--- config.mk ---
export PLATFORM = sky130hd
export DESIGN_NAME = open_load_on_diag_loop
export DESIGN_NICKNAME = d
export VERILOG_FILES = /design/src/hw/openload_on_summary_flag_loop_pkg.sv /design/src/hw/diag_timer_if.sv /design/src/hw/diag_wait_timer.sv /design/src/hw/level_sync2.sv /design/src/hw/open_load_on_diag_loop.sv
export SDC_FILE = /design/constraint.sdc
export NUM_CORES = 1
export LEC_CHECK = 0
export BUFFER_PORTS_ARGS = -buffer_cell sky130_fd_sc_hd__buf_2
export CAP_MARGIN = 20
export CORE_MARGIN = 3
export CORE_UTILIZATION = 40
export CTS_BUF_LIST = sky130_fd_sc_hd__clkbuf_4 sky130_fd_sc_hd__clkbuf_8 sky130_fd_sc_hd__clkbuf_16
export DETAILED_ROUTE_END_ITERATION = 16
export PLACE_DENSITY = 0.72
export SYNTH_ARGS = -nofsm -noshare
export SYNTH_HDL_FRONTEND = slang
export SYNTH_HIERARCHICAL = 1
export SYNTH_SLANG_ARGS = --single-unit
--- constraint.sdc ---
create_clock -name ref_clk_i -period 4.5 [get_ports ref_clk_i]
set_input_delay 0.45 -clock ref_clk_i [delete_from_list [all_inputs] [get_ports ref_clk_i]]
set_output_delay 0.45 -clock ref_clk_i [all_outputs]
set_load 0.05 [all_outputs]
--- src/hw/openload_on_summary_flag_loop_pkg.sv ---
// constants, codes and timing for the open-load-at-on diagnosis loop
package openload_on_summary_flag_loop_pkg;

   // channel count and the auto-configurable high-side channels (2..7)
   localparam int NUM_CH = 8;
   localparam logic [7:0] AUTO_CH_MASK = 8'hfc;

   // select field codes
   localparam logic [3:0] SEL_CH_FIRST = 4'h2;
   localparam logic [3:0] SEL_CH_LAST = 4'h7;
   localparam logic [3:0] SEL_LOOP = 4'ha;
   localparam logic [3:0] SEL_IDLE = 4'hf;
   localparam logic [3:0] SEL_RESET = SEL_IDLE;

   // register byte offsets on the avalon slave
   localparam logic [3:0] OFS_SELECT = 4'h0;
   localparam logic [3:0] OFS_RESULT = 4'h4;
   localparam logic [3:0] OFS_STATUS = 4'h8;

   // status register field positions
   localparam int STAT_SUMMARY_BIT = 0;
   localparam int STAT_BUSY_BIT = 1;

   // reset values
   localparam logic [7:0] RESULT_RESET = 8'h00;

   // clock and the one microsecond timing tick
   localparam int CLK_PERIOD_NS = 100;
   localparam int TICK_NS = 1000;
   localparam int TICK_CYC = TICK_NS / CLK_PERIOD_NS;

   // diagnosis times in microseconds, counted in ticks
   localparam int DIAG_SETTLING_TIME_US = 40;
   localparam int DIAG_CHANNEL_SWITCH_TIME_US = 20;
   localparam int ON_WAIT_TIME_US = 58;
   localparam int SYNC_DELAY_US = 1;
   localparam int TICK_US = TICK_NS / 1000;
   localparam logic [7:0] T_DIR_FIRST =
      8'((DIAG_SETTLING_TIME_US + SYNC_DELAY_US) / TICK_US);
   localparam logic [7:0] T_DIR_STEP =
      8'((DIAG_CHANNEL_SWITCH_TIME_US + SYNC_DELAY_US) / TICK_US);
   localparam logic [7:0] T_PWM_SETTLE = 8'(DIAG_SETTLING_TIME_US / TICK_US);
   localparam logic [7:0] T_PWM_MEAS =
      8'((ON_WAIT_TIME_US + DIAG_CHANNEL_SWITCH_TIME_US) / TICK_US);
   localparam logic [7:0] T_PWM_STEP =
      8'(DIAG_CHANNEL_SWITCH_TIME_US / TICK_US);

   // lowest set channel of a mask
   function automatic logic [2:0] first_set(input logic [7:0] mask);
      logic [2:0] idx;
      idx = 3'h0;
      for (int i = NUM_CH - 1; i >= 0; i--) begin
         if (mask[i]) begin
            idx = 3'(i);
         end
      end
      return idx;
   endfunction

endpackage

--- src/hw/diag_timer_if.sv ---
// carrier between the loop sequencer and its wait timer
`timescale 1ns/1ns
interface diag_timer_if;
   logic start;
   logic [7:0] load_us;
   logic done;
   logic tick;
   modport ctrl (output start, output load_us, input done, input tick);
   modport timer (input start, input load_us, output done, output tick);
endinterface

--- src/hw/diag_wait_timer.sv ---
// microsecond tick divider and down-counting wait timer
`timescale 1ns/1ns
module diag_wait_timer (
   input wire logic ref_clk_i,
   input wire logic srst_i,
   diag_timer_if.timer tmr
);
   import openload_on_summary_flag_loop_pkg::*;

   logic [3:0] div_reg;
   logic tick_reg;
   logic [7:0] cnt_reg;
   logic busy_reg;
   logic done_reg;

   assign tmr.tick = tick_reg;
   assign tmr.done = done_reg;

   // divider gives a one-cycle tick every microsecond
   always_ff @(posedge ref_clk_i) begin
      if (srst_i) begin
         div_reg <= 4'h0;
         tick_reg <= 1'b0;
      end else if (div_reg == 4'(TICK_CYC - 1)) begin
         div_reg <= 4'h0;
         tick_reg <= 1'b1;
      end else begin
         div_reg <= div_reg + 4'h1;
         tick_reg <= 1'b0;
      end
   end

   // counts whole ticks; done pulses once the load has run out
   always_ff @(posedge ref_clk_i) begin
      if (srst_i) begin
         cnt_reg <= 8'h00;
         busy_reg <= 1'b0;
         done_reg <= 1'b0;
      end else if (tmr.start) begin
         cnt_reg <= tmr.load_us;
         busy_reg <= 1'b1;
         done_reg <= 1'b0;
      end else if (busy_reg && tick_reg) begin
         if (cnt_reg <= 8'h01) begin
            busy_reg <= 1'b0;
            done_reg <= 1'b1;
         end else begin
            cnt_reg <= cnt_reg - 8'h01;
            done_reg <= 1'b0;
         end
      end else begin
         done_reg <= 1'b0;
      end
   end
endmodule

--- src/hw/level_sync2.sv ---
// two flip-flop synchroniser for a level from the analog side
`timescale 1ns/1ns
module level_sync2 (
   input wire logic ref_clk_i,
   input wire logic srst_i,
   input wire logic async_i,
   output logic sync_o
);
   logic meta_reg;
   logic sync_reg;

   assign sync_o = sync_reg;

   // first stage feeds only the second
   always_ff @(posedge ref_clk_i) begin
      if (srst_i) begin
         meta_reg <= 1'b0;
         sync_reg <= 1'b0;
      end else begin
         meta_reg <= async_i;
         sync_reg <= meta_reg;
      end
   end
endmodule

--- src/hw/open_load_on_diag_loop.sv ---
// open-load-at-on diagnosis loop sequencer with avalon register slave
//
// Behaviour
// - writing the loop code to the select field starts a diagnosis loop
// - the loop steps the diagnosis multiplexer itself, no host command
// - directly driven channels are tested before pwm-driven channels
// - the first directly driven channel examined is the lowest one, channel two when it is direct
// - direct result after settle plus sync, next ones switch plus sync
// - a direct channel that is off gets a zero result
// - channels on pwm generator zero are tested before generator one
// - first pwm channel: settle, next switch-on, then on-wait plus switch
// - each further pwm channel that is on is resolved after the switching time
// - an off pwm channel waits for its on phase, then on-wait plus switch
// - after a wait for switch-on, an on phase shorter than on-wait plus switch stores zero
// - at loop end select returns to idle and results are held
// - summary flag is one for an open load, else zero
// - single channel code: flag shows that channel, refreshed at readout
// - loop code: flag is the or of all results while running
// - idle code: flag holds its last value, the loop outcome after a completed loop
// - reserved select codes give a zero flag; host must not use them
// - after reset the diagnosis is inactive with select at idle
//
// Chosen here: register access over Avalon-MM and the register addresses.
`timescale 1ns/1ns
module open_load_on_diag_loop (
   input wire logic ref_clk_i,
   input wire logic srst_i,
   input wire logic [3:0] avs_address_i,
   input wire logic avs_read_i,
   input wire logic avs_write_i,
   input wire logic [31:0] avs_writedata_i,
   input wire logic [3:0] avs_byteenable_i,
   output logic [31:0] avs_readdata_o,
   output logic avs_waitrequest_o,
   input wire logic [openload_on_summary_flag_loop_pkg::NUM_CH-1:0] ch_on_i,
   input wire logic [openload_on_summary_flag_loop_pkg::NUM_CH-1:0] ch_pwm_en_i,
   input wire logic [openload_on_summary_flag_loop_pkg::NUM_CH-1:0] ch_pwm_gen_i,
   input wire logic ol_detect_i,
   output logic [2:0] diag_mux_ch_o,
   output logic diag_mux_en_o,
   output logic [openload_on_summary_flag_loop_pkg::NUM_CH-1:0] openload_on_channel_result_o,
   output logic openload_on_summary_flag_o,
   output logic [3:0] openload_on_channel_select_o,
   output logic loop_busy_o
);
   import openload_on_summary_flag_loop_pkg::*;

   typedef enum logic [2:0] {
      ST_IDLE,
      ST_DIR_WAIT,
      ST_PWM_SETTLE,
      ST_PWM_ARM,
      ST_PWM_MEAS,
      ST_PWM_STEP
   } loop_state_type;

   diag_timer_if tmr ();

   loop_state_type state_reg;
   logic [3:0] select_reg;
   logic [7:0] result_reg;
   logic summary_reg;
   logic [7:0] dir_left_reg, pwm0_left_reg, pwm1_left_reg;
   logic [2:0] mux_ch_reg;
   logic mux_en_reg, on_lost_reg, fin_reg;
   logic [7:0] on_prev_reg;
   logic tmr_start_reg;
   logic [7:0] tmr_load_reg;
   logic wait_reg;
   logic [31:0] rdata_reg;
   logic ol_det_sync;
   logic req, acc, wr_sel, start_loop, stop_loop, rd_status;
   logic sel_single, cur_on, cur_rise;
   logic [7:0] dir_start, pwm0_start, pwm1_start, pwm_left;
   logic [2:0] pwm_next;
   logic [7:0] pwm_next_bit;

   // comparator output crosses from the analog side
   level_sync2 u_det_sync (
      .ref_clk_i(ref_clk_i),
      .srst_i(srst_i),
      .async_i(ol_detect_i),
      .sync_o(ol_det_sync)
   );
   diag_wait_timer u_timer (
      .ref_clk_i(ref_clk_i),
      .srst_i(srst_i),
      .tmr(tmr.timer)
   );
   assign tmr.start = tmr_start_reg;
   assign tmr.load_us = tmr_load_reg;

   // bus decode; an access completes at the edge where waitrequest is low
   assign req = avs_read_i | avs_write_i;
   assign acc = req & ~wait_reg;
   assign wr_sel = acc & avs_write_i & (avs_address_i == OFS_SELECT)
                   & avs_byteenable_i[0];
   assign start_loop = wr_sel & (avs_writedata_i[3:0] == SEL_LOOP);
   assign stop_loop = wr_sel & (avs_writedata_i[3:0] != SEL_LOOP);
   assign rd_status = acc & avs_read_i & (avs_address_i == OFS_STATUS);
   assign sel_single = (select_reg >= SEL_CH_FIRST)
                       && (select_reg <= SEL_CH_LAST);

   // channel currently on the multiplexer and its switch-on edge
   assign cur_on = ch_on_i[mux_ch_reg];
   assign cur_rise = ch_on_i[mux_ch_reg] & ~on_prev_reg[mux_ch_reg];

   // scan sets taken from the channel mapping at loop start
   assign dir_start = AUTO_CH_MASK & ~ch_pwm_en_i;
   assign pwm0_start = AUTO_CH_MASK & ch_pwm_en_i & ~ch_pwm_gen_i;
   assign pwm1_start = AUTO_CH_MASK & ch_pwm_en_i & ch_pwm_gen_i;

   // generator zero channels are drained before generator one
   assign pwm_left = (pwm0_left_reg != 8'h00) ? pwm0_left_reg
                                              : pwm1_left_reg;
   assign pwm_next = first_set(pwm_left);
   assign pwm_next_bit = 8'h01 << pwm_next;

   // waitrequest drops for one cycle per request
   always_ff @(posedge ref_clk_i) begin
      if (srst_i) begin
         wait_reg <= 1'b1;
      end else begin
         wait_reg <= ~(req & wait_reg);
      end
   end

   // read data are registered in the cycle waitrequest falls
   always_ff @(posedge ref_clk_i) begin
      if (srst_i) begin
         rdata_reg <= 32'h0000_0000;
      end else if (avs_read_i && wait_reg) begin
         case (avs_address_i)
            OFS_SELECT: rdata_reg <= {28'h000_0000, select_reg};
            OFS_RESULT: rdata_reg <= {24'h00_0000, result_reg};
            OFS_STATUS: begin
               rdata_reg <= 32'h0000_0000;
               rdata_reg[STAT_BUSY_BIT] <= (state_reg != ST_IDLE);
               rdata_reg[STAT_SUMMARY_BIT] <= sel_single
                  ? result_reg[select_reg[2:0]] : summary_reg;
            end
            default: rdata_reg <= 32'h0000_0000;
         endcase
      end
   end

   // previous channel on states for switch-on detection
   always_ff @(posedge ref_clk_i) begin
      if (srst_i) begin
         on_prev_reg <= 8'h00;
      end else begin
         on_prev_reg <= ch_on_i;
      end
   end

   // select field: host writes, loop end returns it to idle
   always_ff @(posedge ref_clk_i) begin
      if (srst_i) begin
         select_reg <= SEL_RESET;
      end else if (wr_sel) begin
         select_reg <= avs_writedata_i[3:0];
      end else if (fin_reg) begin
         select_reg <= SEL_IDLE;
      end
   end

   // loop sequencer: walks the channels and stores each result
   always_ff @(posedge ref_clk_i) begin
      if (srst_i) begin
         state_reg <= ST_IDLE;
         result_reg <= RESULT_RESET;
         dir_left_reg <= 8'h00;
         pwm0_left_reg <= 8'h00;
         pwm1_left_reg <= 8'h00;
         mux_ch_reg <= 3'h0;
         mux_en_reg <= 1'b0;
         on_lost_reg <= 1'b0;
         fin_reg <= 1'b0;
         tmr_start_reg <= 1'b0;
         tmr_load_reg <= 8'h00;
      end else begin
         tmr_start_reg <= 1'b0;
         fin_reg <= 1'b0;
         if (start_loop) begin
            result_reg <= RESULT_RESET;
            mux_en_reg <= 1'b1;
            pwm0_left_reg <= pwm0_start;
            pwm1_left_reg <= pwm1_start;
            tmr_start_reg <= 1'b1;
            if (dir_start != 8'h00) begin
               mux_ch_reg <= first_set(dir_start);
               dir_left_reg <= dir_start & ~(8'h01 << first_set(dir_start));
               tmr_load_reg <= T_DIR_FIRST;
               state_reg <= ST_DIR_WAIT;
            end else begin
               dir_left_reg <= 8'h00;
               state_reg <= ST_PWM_SETTLE;
               tmr_load_reg <= T_PWM_SETTLE;
               if (pwm0_start != 8'h00) begin
                  mux_ch_reg <= first_set(pwm0_start);
                  pwm0_left_reg <= pwm0_start
                                   & ~(8'h01 << first_set(pwm0_start));
               end else begin
                  mux_ch_reg <= first_set(pwm1_start);
                  pwm1_left_reg <= pwm1_start
                                   & ~(8'h01 << first_set(pwm1_start));
               end
               if (pwm0_start == 8'h00 && pwm1_start == 8'h00) begin
                  state_reg <= ST_IDLE;
                  mux_en_reg <= 1'b0;
                  fin_reg <= 1'b1;
               end
            end
         end else if (stop_loop) begin
            state_reg <= ST_IDLE;
            mux_en_reg <= 1'b0;
         end else begin
            case (state_reg)
               ST_IDLE: begin
                  mux_en_reg <= 1'b0;
               end
               ST_DIR_WAIT: begin
                  if (tmr.done) begin
                     result_reg[mux_ch_reg] <= cur_on & ol_det_sync;
                     tmr_start_reg <= 1'b1;
                     if (dir_left_reg != 8'h00) begin
                        mux_ch_reg <= first_set(dir_left_reg);
                        dir_left_reg <= dir_left_reg
                           & ~(8'h01 << first_set(dir_left_reg));
                        tmr_load_reg <= T_DIR_STEP;
                     end else if (pwm_left != 8'h00) begin
                        mux_ch_reg <= pwm_next;
                        pwm0_left_reg <= pwm0_left_reg & ~pwm_next_bit;
                        pwm1_left_reg <= pwm1_left_reg & ~pwm_next_bit;
                        tmr_load_reg <= T_PWM_SETTLE;
                        state_reg <= ST_PWM_SETTLE;
                     end else begin
                        tmr_start_reg <= 1'b0;
                        mux_en_reg <= 1'b0;
                        fin_reg <= 1'b1;
                        state_reg <= ST_IDLE;
                     end
                  end
               end
               ST_PWM_SETTLE: begin
                  if (tmr.done) begin
                     state_reg <= ST_PWM_ARM;
                  end
               end
               ST_PWM_ARM: begin
                  // a channel in its off phase waits for the next switch-on
                  if (cur_rise) begin
                     on_lost_reg <= 1'b0;
                     tmr_load_reg <= T_PWM_MEAS;
                     tmr_start_reg <= 1'b1;
                     state_reg <= ST_PWM_MEAS;
                  end
               end
               ST_PWM_MEAS, ST_PWM_STEP: begin
                  if (state_reg == ST_PWM_MEAS && !cur_on) begin
                     on_lost_reg <= 1'b1;
                  end
                  if (tmr.done && state_reg == ST_PWM_STEP && !cur_on) begin
                     state_reg <= ST_PWM_ARM;
                  end else if (tmr.done) begin
                     result_reg[mux_ch_reg] <= ol_det_sync & cur_on
                        & ~(on_lost_reg && state_reg == ST_PWM_MEAS);
                     if (pwm_left != 8'h00) begin
                        mux_ch_reg <= pwm_next;
                        pwm0_left_reg <= pwm0_left_reg & ~pwm_next_bit;
                        pwm1_left_reg <= pwm1_left_reg & ~pwm_next_bit;
                        tmr_load_reg <= T_PWM_STEP;
                        tmr_start_reg <= 1'b1;
                        state_reg <= ST_PWM_STEP;
                     end else begin
                        mux_en_reg <= 1'b0;
                        fin_reg <= 1'b1;
                        state_reg <= ST_IDLE;
                     end
                  end
               end
               default: begin
                  state_reg <= ST_IDLE;
                  mux_en_reg <= 1'b0;
               end
            endcase
         end
      end
   end

   // summary flag according to the select field
   always_ff @(posedge ref_clk_i) begin
      if (srst_i) begin
         summary_reg <= 1'b0;
      end else if (select_reg == SEL_LOOP) begin
         summary_reg <= |result_reg;
      end else if (select_reg == SEL_IDLE) begin
         if (fin_reg) begin
            summary_reg <= |result_reg;
         end
      end else if (sel_single) begin
         if (rd_status) begin
            summary_reg <= result_reg[select_reg[2:0]];
         end
      end else begin
         summary_reg <= 1'b0;
      end
   end

   // registered outputs
   assign avs_readdata_o = rdata_reg;
   assign avs_waitrequest_o = wait_reg;
   assign diag_mux_ch_o = mux_ch_reg;
   assign diag_mux_en_o = mux_en_reg;
   assign openload_on_channel_result_o = result_reg;
   assign openload_on_summary_flag_o = summary_reg;
   assign openload_on_channel_select_o = select_reg;
   assign loop_busy_o = mux_en_reg; // mux is driven only while busy
endmodule

# Yosys cells after proc, flatten, opt, wreduce, memory -nomap -nowiden
# Cells that the tools add are included.
dict set report word_totals {
  regBits 113
  in_bits 69
  out_inout_bits 51
  wordCells 334
}
dict set report op_classes {
  addsub 2
  magnitude_cmp 6
  eq_ne 37
  shift 5
  mux 179
  n_bitwise 35
  reduce_logical 47
}
# op count
set op_table {}
lappend op_table {{two-way mux 8 bit} 40}
lappend op_table {{two-way mux 3 bit} 73}
lappend op_table {{bitwise AND 8 bit} 8}
lappend op_table {{NOT 8 bit} 7}
lappend op_table {{one-hot mux 8 bit (2 select lines)} 3}
lappend op_table {{one-hot mux 8 bit (3 select lines)} 2}
lappend op_table {{two-way mux 1 bit} 44}
lappend op_table {{nonzero test 8 bit} 5}
lappend op_table {{left shift 1 x 3 -> 8 bit (first input constant)} 5}
lappend op_table {{equality test 4 bit (second input constant)} 5}
lappend op_table {{inequality test 4 bit (second input constant)} 5}
lappend op_table {{AND reduction 5 bit} 4}
lappend op_table {{inequality test 3 bit (second input constant)} 6}
lappend op_table {{bitwise mux 8 bit} 2}
lappend op_table {{logical NOT 8 bit} 2}
lappend op_table {{nonzero test 2 bit} 8}
lappend op_table {{one-hot mux 3 bit (5 select lines)} 1}
lappend op_table {{bitwise AND 1 bit} 12}
lappend op_table {{inequality test 4 x 3 -> 1 bit (second input constant)} 3}
lappend op_table {{AND reduction 6 bit} 2}
lappend op_table {{inequality test 2 bit (second input constant)} 5}
lappend op_table {{binary-select mux 1 bit (select 3 bit)} 3}
lappend op_table {{logical AND 1 bit} 9}
lappend op_table {{<= comparator 8 x 1 -> 1 bit (second input constant)} 1}
lappend op_table {{34 further kinds} 56}

# Logic depth before layout (Yosys ltp)
dict set report depth {
  word_depth 22
  depth_mapped 8
  mapped_depth_nobuf 6
}

# Hierarchy
# Netlist, hierarchy kept.
# module instances cells_per_inst area_per_inst_um2 seq_area_each_um2
set modules_own_cells {}
lappend modules_own_cells {open_load_on_diag_loop 1 550 4296.6 1401.3}
lappend modules_own_cells {diag_wait_timer 1 96 813.3 300.3}
lappend modules_own_cells {level_sync2 1 4 52.6 40.0}

# Worst setup path before layout
# Ideal clock, no wire load.
dict set report synth_timing {
  kind {reg-to-reg}
  start {register mux_ch_reg[1], in the netlist diag_mux_ch_o[1]}
  end {register tmr_load_reg[0], in the netlist tmr.load_us[0]}
  setup_time_ns 0.121
  arrival_time_ns 2.763
  required_ns 4.379
  setup_slack_ns 1.615
  path_stages_with_launch 8
  n_path_buf 1
  period_less_slack_ns 2.885
  cell_sequence {dfxtp_1 > buf_6 > mux2i_1 > mux4_2 > and2_4 > or4_4 > a31o_4 > mux2_4}
}
dict set report synth_between {
  elab_chain_len 6
  word_cells_on_any_way 11
  cone_classes {2 x eq/ne; 4 x mux; 2 x bitwise; 3 x reduce/logical}
}
# element line
set synth_rtl {}
lappend synth_rtl {{start, declared} open_load_on_diag_loop.sv:64} ;# logic [2:0] mux_ch_reg;
lappend synth_rtl {{start signal, assigned} open_load_on_diag_loop.sv:191} ;# mux_ch_reg <= first_set(dir_start);
lappend synth_rtl {{start signal, assigned} open_load_on_diag_loop.sv:200} ;# mux_ch_reg <= first_set(pwm0_start);
lappend synth_rtl {{start signal, assigned} open_load_on_diag_loop.sv:204} ;# mux_ch_reg <= first_set(pwm1_start);
lappend synth_rtl {{binary-select mux 1 bit (select 3 bit) (on tied branches)} {open_load_on_diag_loop.sv:106, open_load_on_diag_loop.sv:105}}
lappend synth_rtl {{two-way mux 1 bit (on tied branches)} {open_load_on_diag_loop.sv:106, open_load_on_diag_loop.sv:105}}
lappend synth_rtl {{NOT 1 bit / logical NOT 1 bit (equally long branches)} {open_load_on_diag_loop.sv:106, open_load_on_diag_loop.sv:263}}
lappend synth_rtl {{bitwise AND 1 bit / logical AND 1 bit (equally long branches)} {open_load_on_diag_loop.sv:106, open_load_on_diag_loop.sv:263}}
lappend synth_rtl {{inequality test 3 bit (no source line)} --}
lappend synth_rtl {{AND reduction 8 bit (no source line) (*)} --}
lappend synth_rtl {{end signal, assigned} open_load_on_diag_loop.sv:180} ;# tmr_load_reg <= 8'h00;
lappend synth_rtl {{end signal, assigned} open_load_on_diag_loop.sv:193} ;# tmr_load_reg <= T_DIR_FIRST;
lappend synth_rtl {{end signal, assigned} open_load_on_diag_loop.sv:198} ;# tmr_load_reg <= T_PWM_SETTLE;
lappend synth_rtl {{end, declared} open_load_on_diag_loop.sv:68} ;# logic [7:0] tmr_load_reg;
# Every way passes the cells marked *; elsewhere a longest branch is shown, timed or not. The select of a mux whose other input is x is not followed.
# A chain may end at the register's enable or synchronous reset.

# Worst setup path after layout
# Ends and elaborated chain as after synthesis.

==> impl_table.tex <==
\begin{tabular}{lr}
\hline
Metric & Value \\
\hline
\multicolumn{2}{l}{\textbf{Run status}} \\
Status & completed \\
\multicolumn{2}{l}{\textbf{Synthesis}} \\
Post-synth design cell area & between 5000 and 6000 µm² \\
Synthesized instance count & 650 \\
Count of synthesis-stage warnings from yosys & 6 \\
Distinct cells, synth & just over 80 \\
Seq/Total Area, Yosys & between 30\% and 40\% \\
Largest area contributor in the netlist & sky130\_fd\_sc\_hd\_\_dfxtp\_1 \\
Flip-flop cell with the highest count after synthesis & sky130\_fd\_sc\_hd\_\_dfxtp\_1 \\
Most area-consuming cells after synthesis & sky130\_fd\_sc\_hd\_\_dfxtp\_1 34\%, sky130\_fd\_sc\_hd\_\_nor2\_1 4.9\%, sky130\_fd\_sc\_hd\_\_a21oi\_1 4.4\%, sky130\_fd\_sc\_hd\_\_buf\_4 3.8\%, sky130\_fd\_sc\_hd\_\_nand2\_1 3.1\% \\
Asr flop ratio synth & 0\% \\
Number of flops mapped to enable cells by yosys & 0 \\
Mean instance size in the synthesized netlist & about 7.9 µm² \\
Proportion of netlist area held by the largest area contributor & roughly a third \\
Synth Register Bits & 87 \\
\multicolumn{2}{l}{\textbf{Floorplan}} \\
Top-level port count & 120 \\
Initial Util & a little over two fifths \\
Area of the core & 12300 µm² \\
Cell row count & 40 \\
Y dimension of the die & 120 µm \\
Chip Width & between 100 and 150 µm \\
Area enclosed by the die boundary & roughly 14000 µm² \\
\multicolumn{2}{l}{\textbf{Global routing}} \\
Number of antenna violations at the first check in global routing & 0 \\
Global-route wire length before repair & 23300 µm \\
Global-route usage over all layers & around a fifth \\
Aggregate global routing overflow & 0 \\
Number of global-route vias before repair & between 4000 and 5000 \\
Pin count of the biggest net entering global routing & 54 \\
\multicolumn{2}{l}{\textbf{CTS}} \\
Hold-fix buffers at CTS & 0 \\
Number of buffers inserted during clock tree synthesis & 9 \\
Source-to-sink clock delay at the later pin of the worst-skew pair & 0.34 ns \\
TritonCTS clock tree & built \\
Clock input transition at the sequential cells of the worst setup and hold paths & about 0.06 ns \\
Clock Tree Root & sky130\_fd\_sc\_hd\_\_clkbuf\_16 \\
Quantity of gates resized following cts & 0 \\
Buffers from clock root to sink, at most & 2 \\
Buffers inserted during post-CTS setup optimization & 0 \\
Sinks on Clock Net & 87 \\
H-Tree Level Count & 3 \\
\multicolumn{2}{l}{\textbf{Setup path}} \\
Sort of element at the start of the critical path & flip-flop \\
Chain of cells forming the critical path & mux2i\_1 -> mux4\_2 -> and2\_4 -> or4\_4 -> a31o\_4 -> mux2\_4 \\
Crit Path Max Fanout & 14 \\
Worst setup EP type & flip-flop \\
Slowest Stage Delay on Critical Path & around 0.78 ns \\
Arrival time at the worst endpoint & approximately 3.2 ns \\
Data required time at the worst endpoint & $\sim$4.7 ns \\
Critical-path cell with the highest stage delay & sky130\_fd\_sc\_hd\_\_dfxtp\_1 \\
Crit Path Class & reg -> reg \\
\multicolumn{2}{l}{\textbf{Routing}} \\
Number of antenna-violating nets in the routed design & 0 \\
Total wire length after detailed routing & 14000 µm \\
1st-pass router iterations & 5 \\
Total DRC errors in the routed layout & 0 \\
Via density & $\sim$5.9 \\
Iteration-0 DRC Markers & approximately 590 \\
Vias after detailed routing & between 5000 and 6000 \\
Average wire per standard cell & roughly 16 µm \\
\multicolumn{2}{l}{\textbf{Placed design}} \\
Final weighted congestion in routability-driven placement & 0.948 \\
Number of placed cells counting well taps & around 840 \\
Half-perimeter wire length after placement & between 10000 and 15000 µm \\
Worst setup slack after placement & $\sim$1.5 ns \\
Number of input and output port buffers inserted & 60 \\
\multicolumn{2}{l}{\textbf{Timing}} \\
Worst-case clock skew & roughly 0.005 ns \\
TNS Setup & 0 ns \\
Number of hold-slack violations in the final timing report & 0 \\
Tightest Pin Transition & between 1 and 1.5 ns \\
Setup slack after layout & 1.50 ns \\
Worst slew margin & a little over a quarter \\
Period Utilization, post-route & about two thirds \\
Final Setup Violations & 0 \\
Minimum clock period & around 3 ns \\
Achievable frequency & between 300 and 400 MHz \\
Fin. max-slew vios & 0 \\
Unrepaired setup endpoints after global routing & false \\
\multicolumn{2}{l}{\textbf{Finish}} \\
Area growth from synthesis to layout & 12.0\% \\
Post-route non-filler standard cell count & 861 \\
Total of fill cells in the finished design & 1214 \\
Number of inserted diodes & 0 \\
Count of nets after finishing & between 700 and 800 \\
Share of cells above drive strength 1 & between 15 and 20\% \\
\multicolumn{2}{l}{\textbf{Pwr}} \\
Worst vdd ir & 155 µV \\
Pwr/cell area & 300 nW/µm² \\
Final Power & approximately 1700 µW \\
Static Leakage & 0.00218 µW \\
\multicolumn{2}{l}{\textbf{Job}} \\
MaxCap Viol Count & 0 \\
\multicolumn{2}{l}{\textbf{Worst hold path}} \\
Kind of path behind the tightest hold check & in -> reg \\
\hline
\end{tabular}
## final timing paths
path	startpoint	endpoint	slack, ns	depth (start not counted)
worst max-delay path	diag_mux_ch_o[1]	tmr.load_us[0]	1.50	6
worst min-delay path	avs_write_i	avs_waitrequest_o	0.33	2
worst max register to register	diag_mux_ch_o[1]	tmr.load_us[0]	1.50	6
worst min register to register	u_det_sync/meta_reg	u_det_sync/sync_o	0.46	1
## power breakdown
part	switching (µW)	internal [µW]	total [µW]
clock network	313	499	812
registers	4.71	778	783
logic	106	34.6	141
total	424	1310	1740
## layout by cell type (no fill, tap or decap), types with 6 or more instances in the layout
master and count:
sky130_fd_sc_hd__dfxtp_1 87, sky130_fd_sc_hd__nor2_1 67, sky130_fd_sc_hd__buf_2 60, sky130_fd_sc_hd__a21oi_1 45, sky130_fd_sc_hd__nand2_1 43, sky130_fd_sc_hd__inv_1 28, sky130_fd_sc_hd__o21ai_0 27, sky130_fd_sc_hd__nand3_1 25
sky130_fd_sc_hd__conb_1 25, sky130_fd_sc_hd__nor2b_1 20, sky130_fd_sc_hd__nor3_1 17, sky130_fd_sc_hd__a31oi_1 17, sky130_fd_sc_hd__a211oi_1 14, sky130_fd_sc_hd__mux2i_1 11, sky130_fd_sc_hd__a22oi_1 11, sky130_fd_sc_hd__o211ai_1 11
sky130_fd_sc_hd__nand2b_1 10, sky130_fd_sc_hd__nor4_1 9, sky130_fd_sc_hd__clkbuf_16 9, sky130_fd_sc_hd__o31ai_1 8, sky130_fd_sc_hd__and3_1 7, sky130_fd_sc_hd__and2_1 7, sky130_fd_sc_hd__or3_1 6, sky130_fd_sc_hd__or2_2 6
sky130_fd_sc_hd__a311oi_1 6, sky130_fd_sc_hd__o22ai_1 6
## cell families after synthesis
| kind of cell | Yosys count | share of synthesized area [%] |
|---|---|---|
| flops | 87 | 33.7 |
| buf+inv | 90 | 8.60 |
| xor+xnor | 1 | 0.170 |
| simple gates | 242 | 24.3 |
| fa+ha+maj | 4 | 0.970 |
| compound gates | 211 | 29.1 |
| other cells | 1 | 0.0726 |
| mux | 14 | 3.08 |
## per-layer routing
| metal | global-route usage, % | vias to the layer above | wire length [µm] |
|---|---|---|---|
| met4 | 6.23 | 0 | 250 |
| met3 | 3.96 | 23 | 961 |
| met5 | 0 | - | 0 |
| met1 | 25.8 | 2411 | 6180 |
| li1 | - | 2460 | - |
| met2 | 32.1 | 216 | 6600 |
## stage by stage
stage	utilization (%)	hold WS (ns)	instance area, µm²
6_report	47.0	0.327	5780
3_5_place_dp	44.3	0.433	5450
2_1_floorplan	-	0.414	5250
4_1_cts	46.9	0.320	5780
3_3_place_gp	44.3	0.437	5450
5_1_grt	47.0	0.330	5780
## synth_stat cells (all sizes together) (4+ instances only)
cell and count:
a2111oi 4, a211oi 14, a21oi 45, a22oi 11
a311oi 6, a31o 5, a31oi 17, a32o 4
a41oi 4, and2 8, and3 8, buf 29
clkbuf 33, dfxtp 87, ha 4, inv 28
mux2i 11, nand2 43, nand2b 10, nand3 25
nor2 67, nor2b 20, nor3 17, nor4 10
o211a 4, o211ai 11, o21ai 30, o22ai 6
o311ai 4, o31ai 8, or2 7, or3 6
or4 4
## layout make-up
| cell class | count | area [µm²] | share of cell area (%) |
|---|---|---|---|
| clock buffers | 10 | 239 | 4.13 |
| repair buffers | 65 | 335 | 5.80 |
| well taps | 168 | 210 | 3.64 |
| multi-input cells | 497 | 3070 | 53.0 |
| flip-flops and latches | 87 | 1740 | 30.1 |
| inverters | 28 | 105 | 1.82 |
| clock inverters | 6 | 83.8 | 1.45 |
## worst max-delay path: cells and delay by family (launching register included)
kind	cells	cell delay (ns)
flops	1	0.78
mux	3	1.12
compound gates	1	0.30
simple gates	2	0.70
Note: power is estimated with default switching activity, not from simulation.
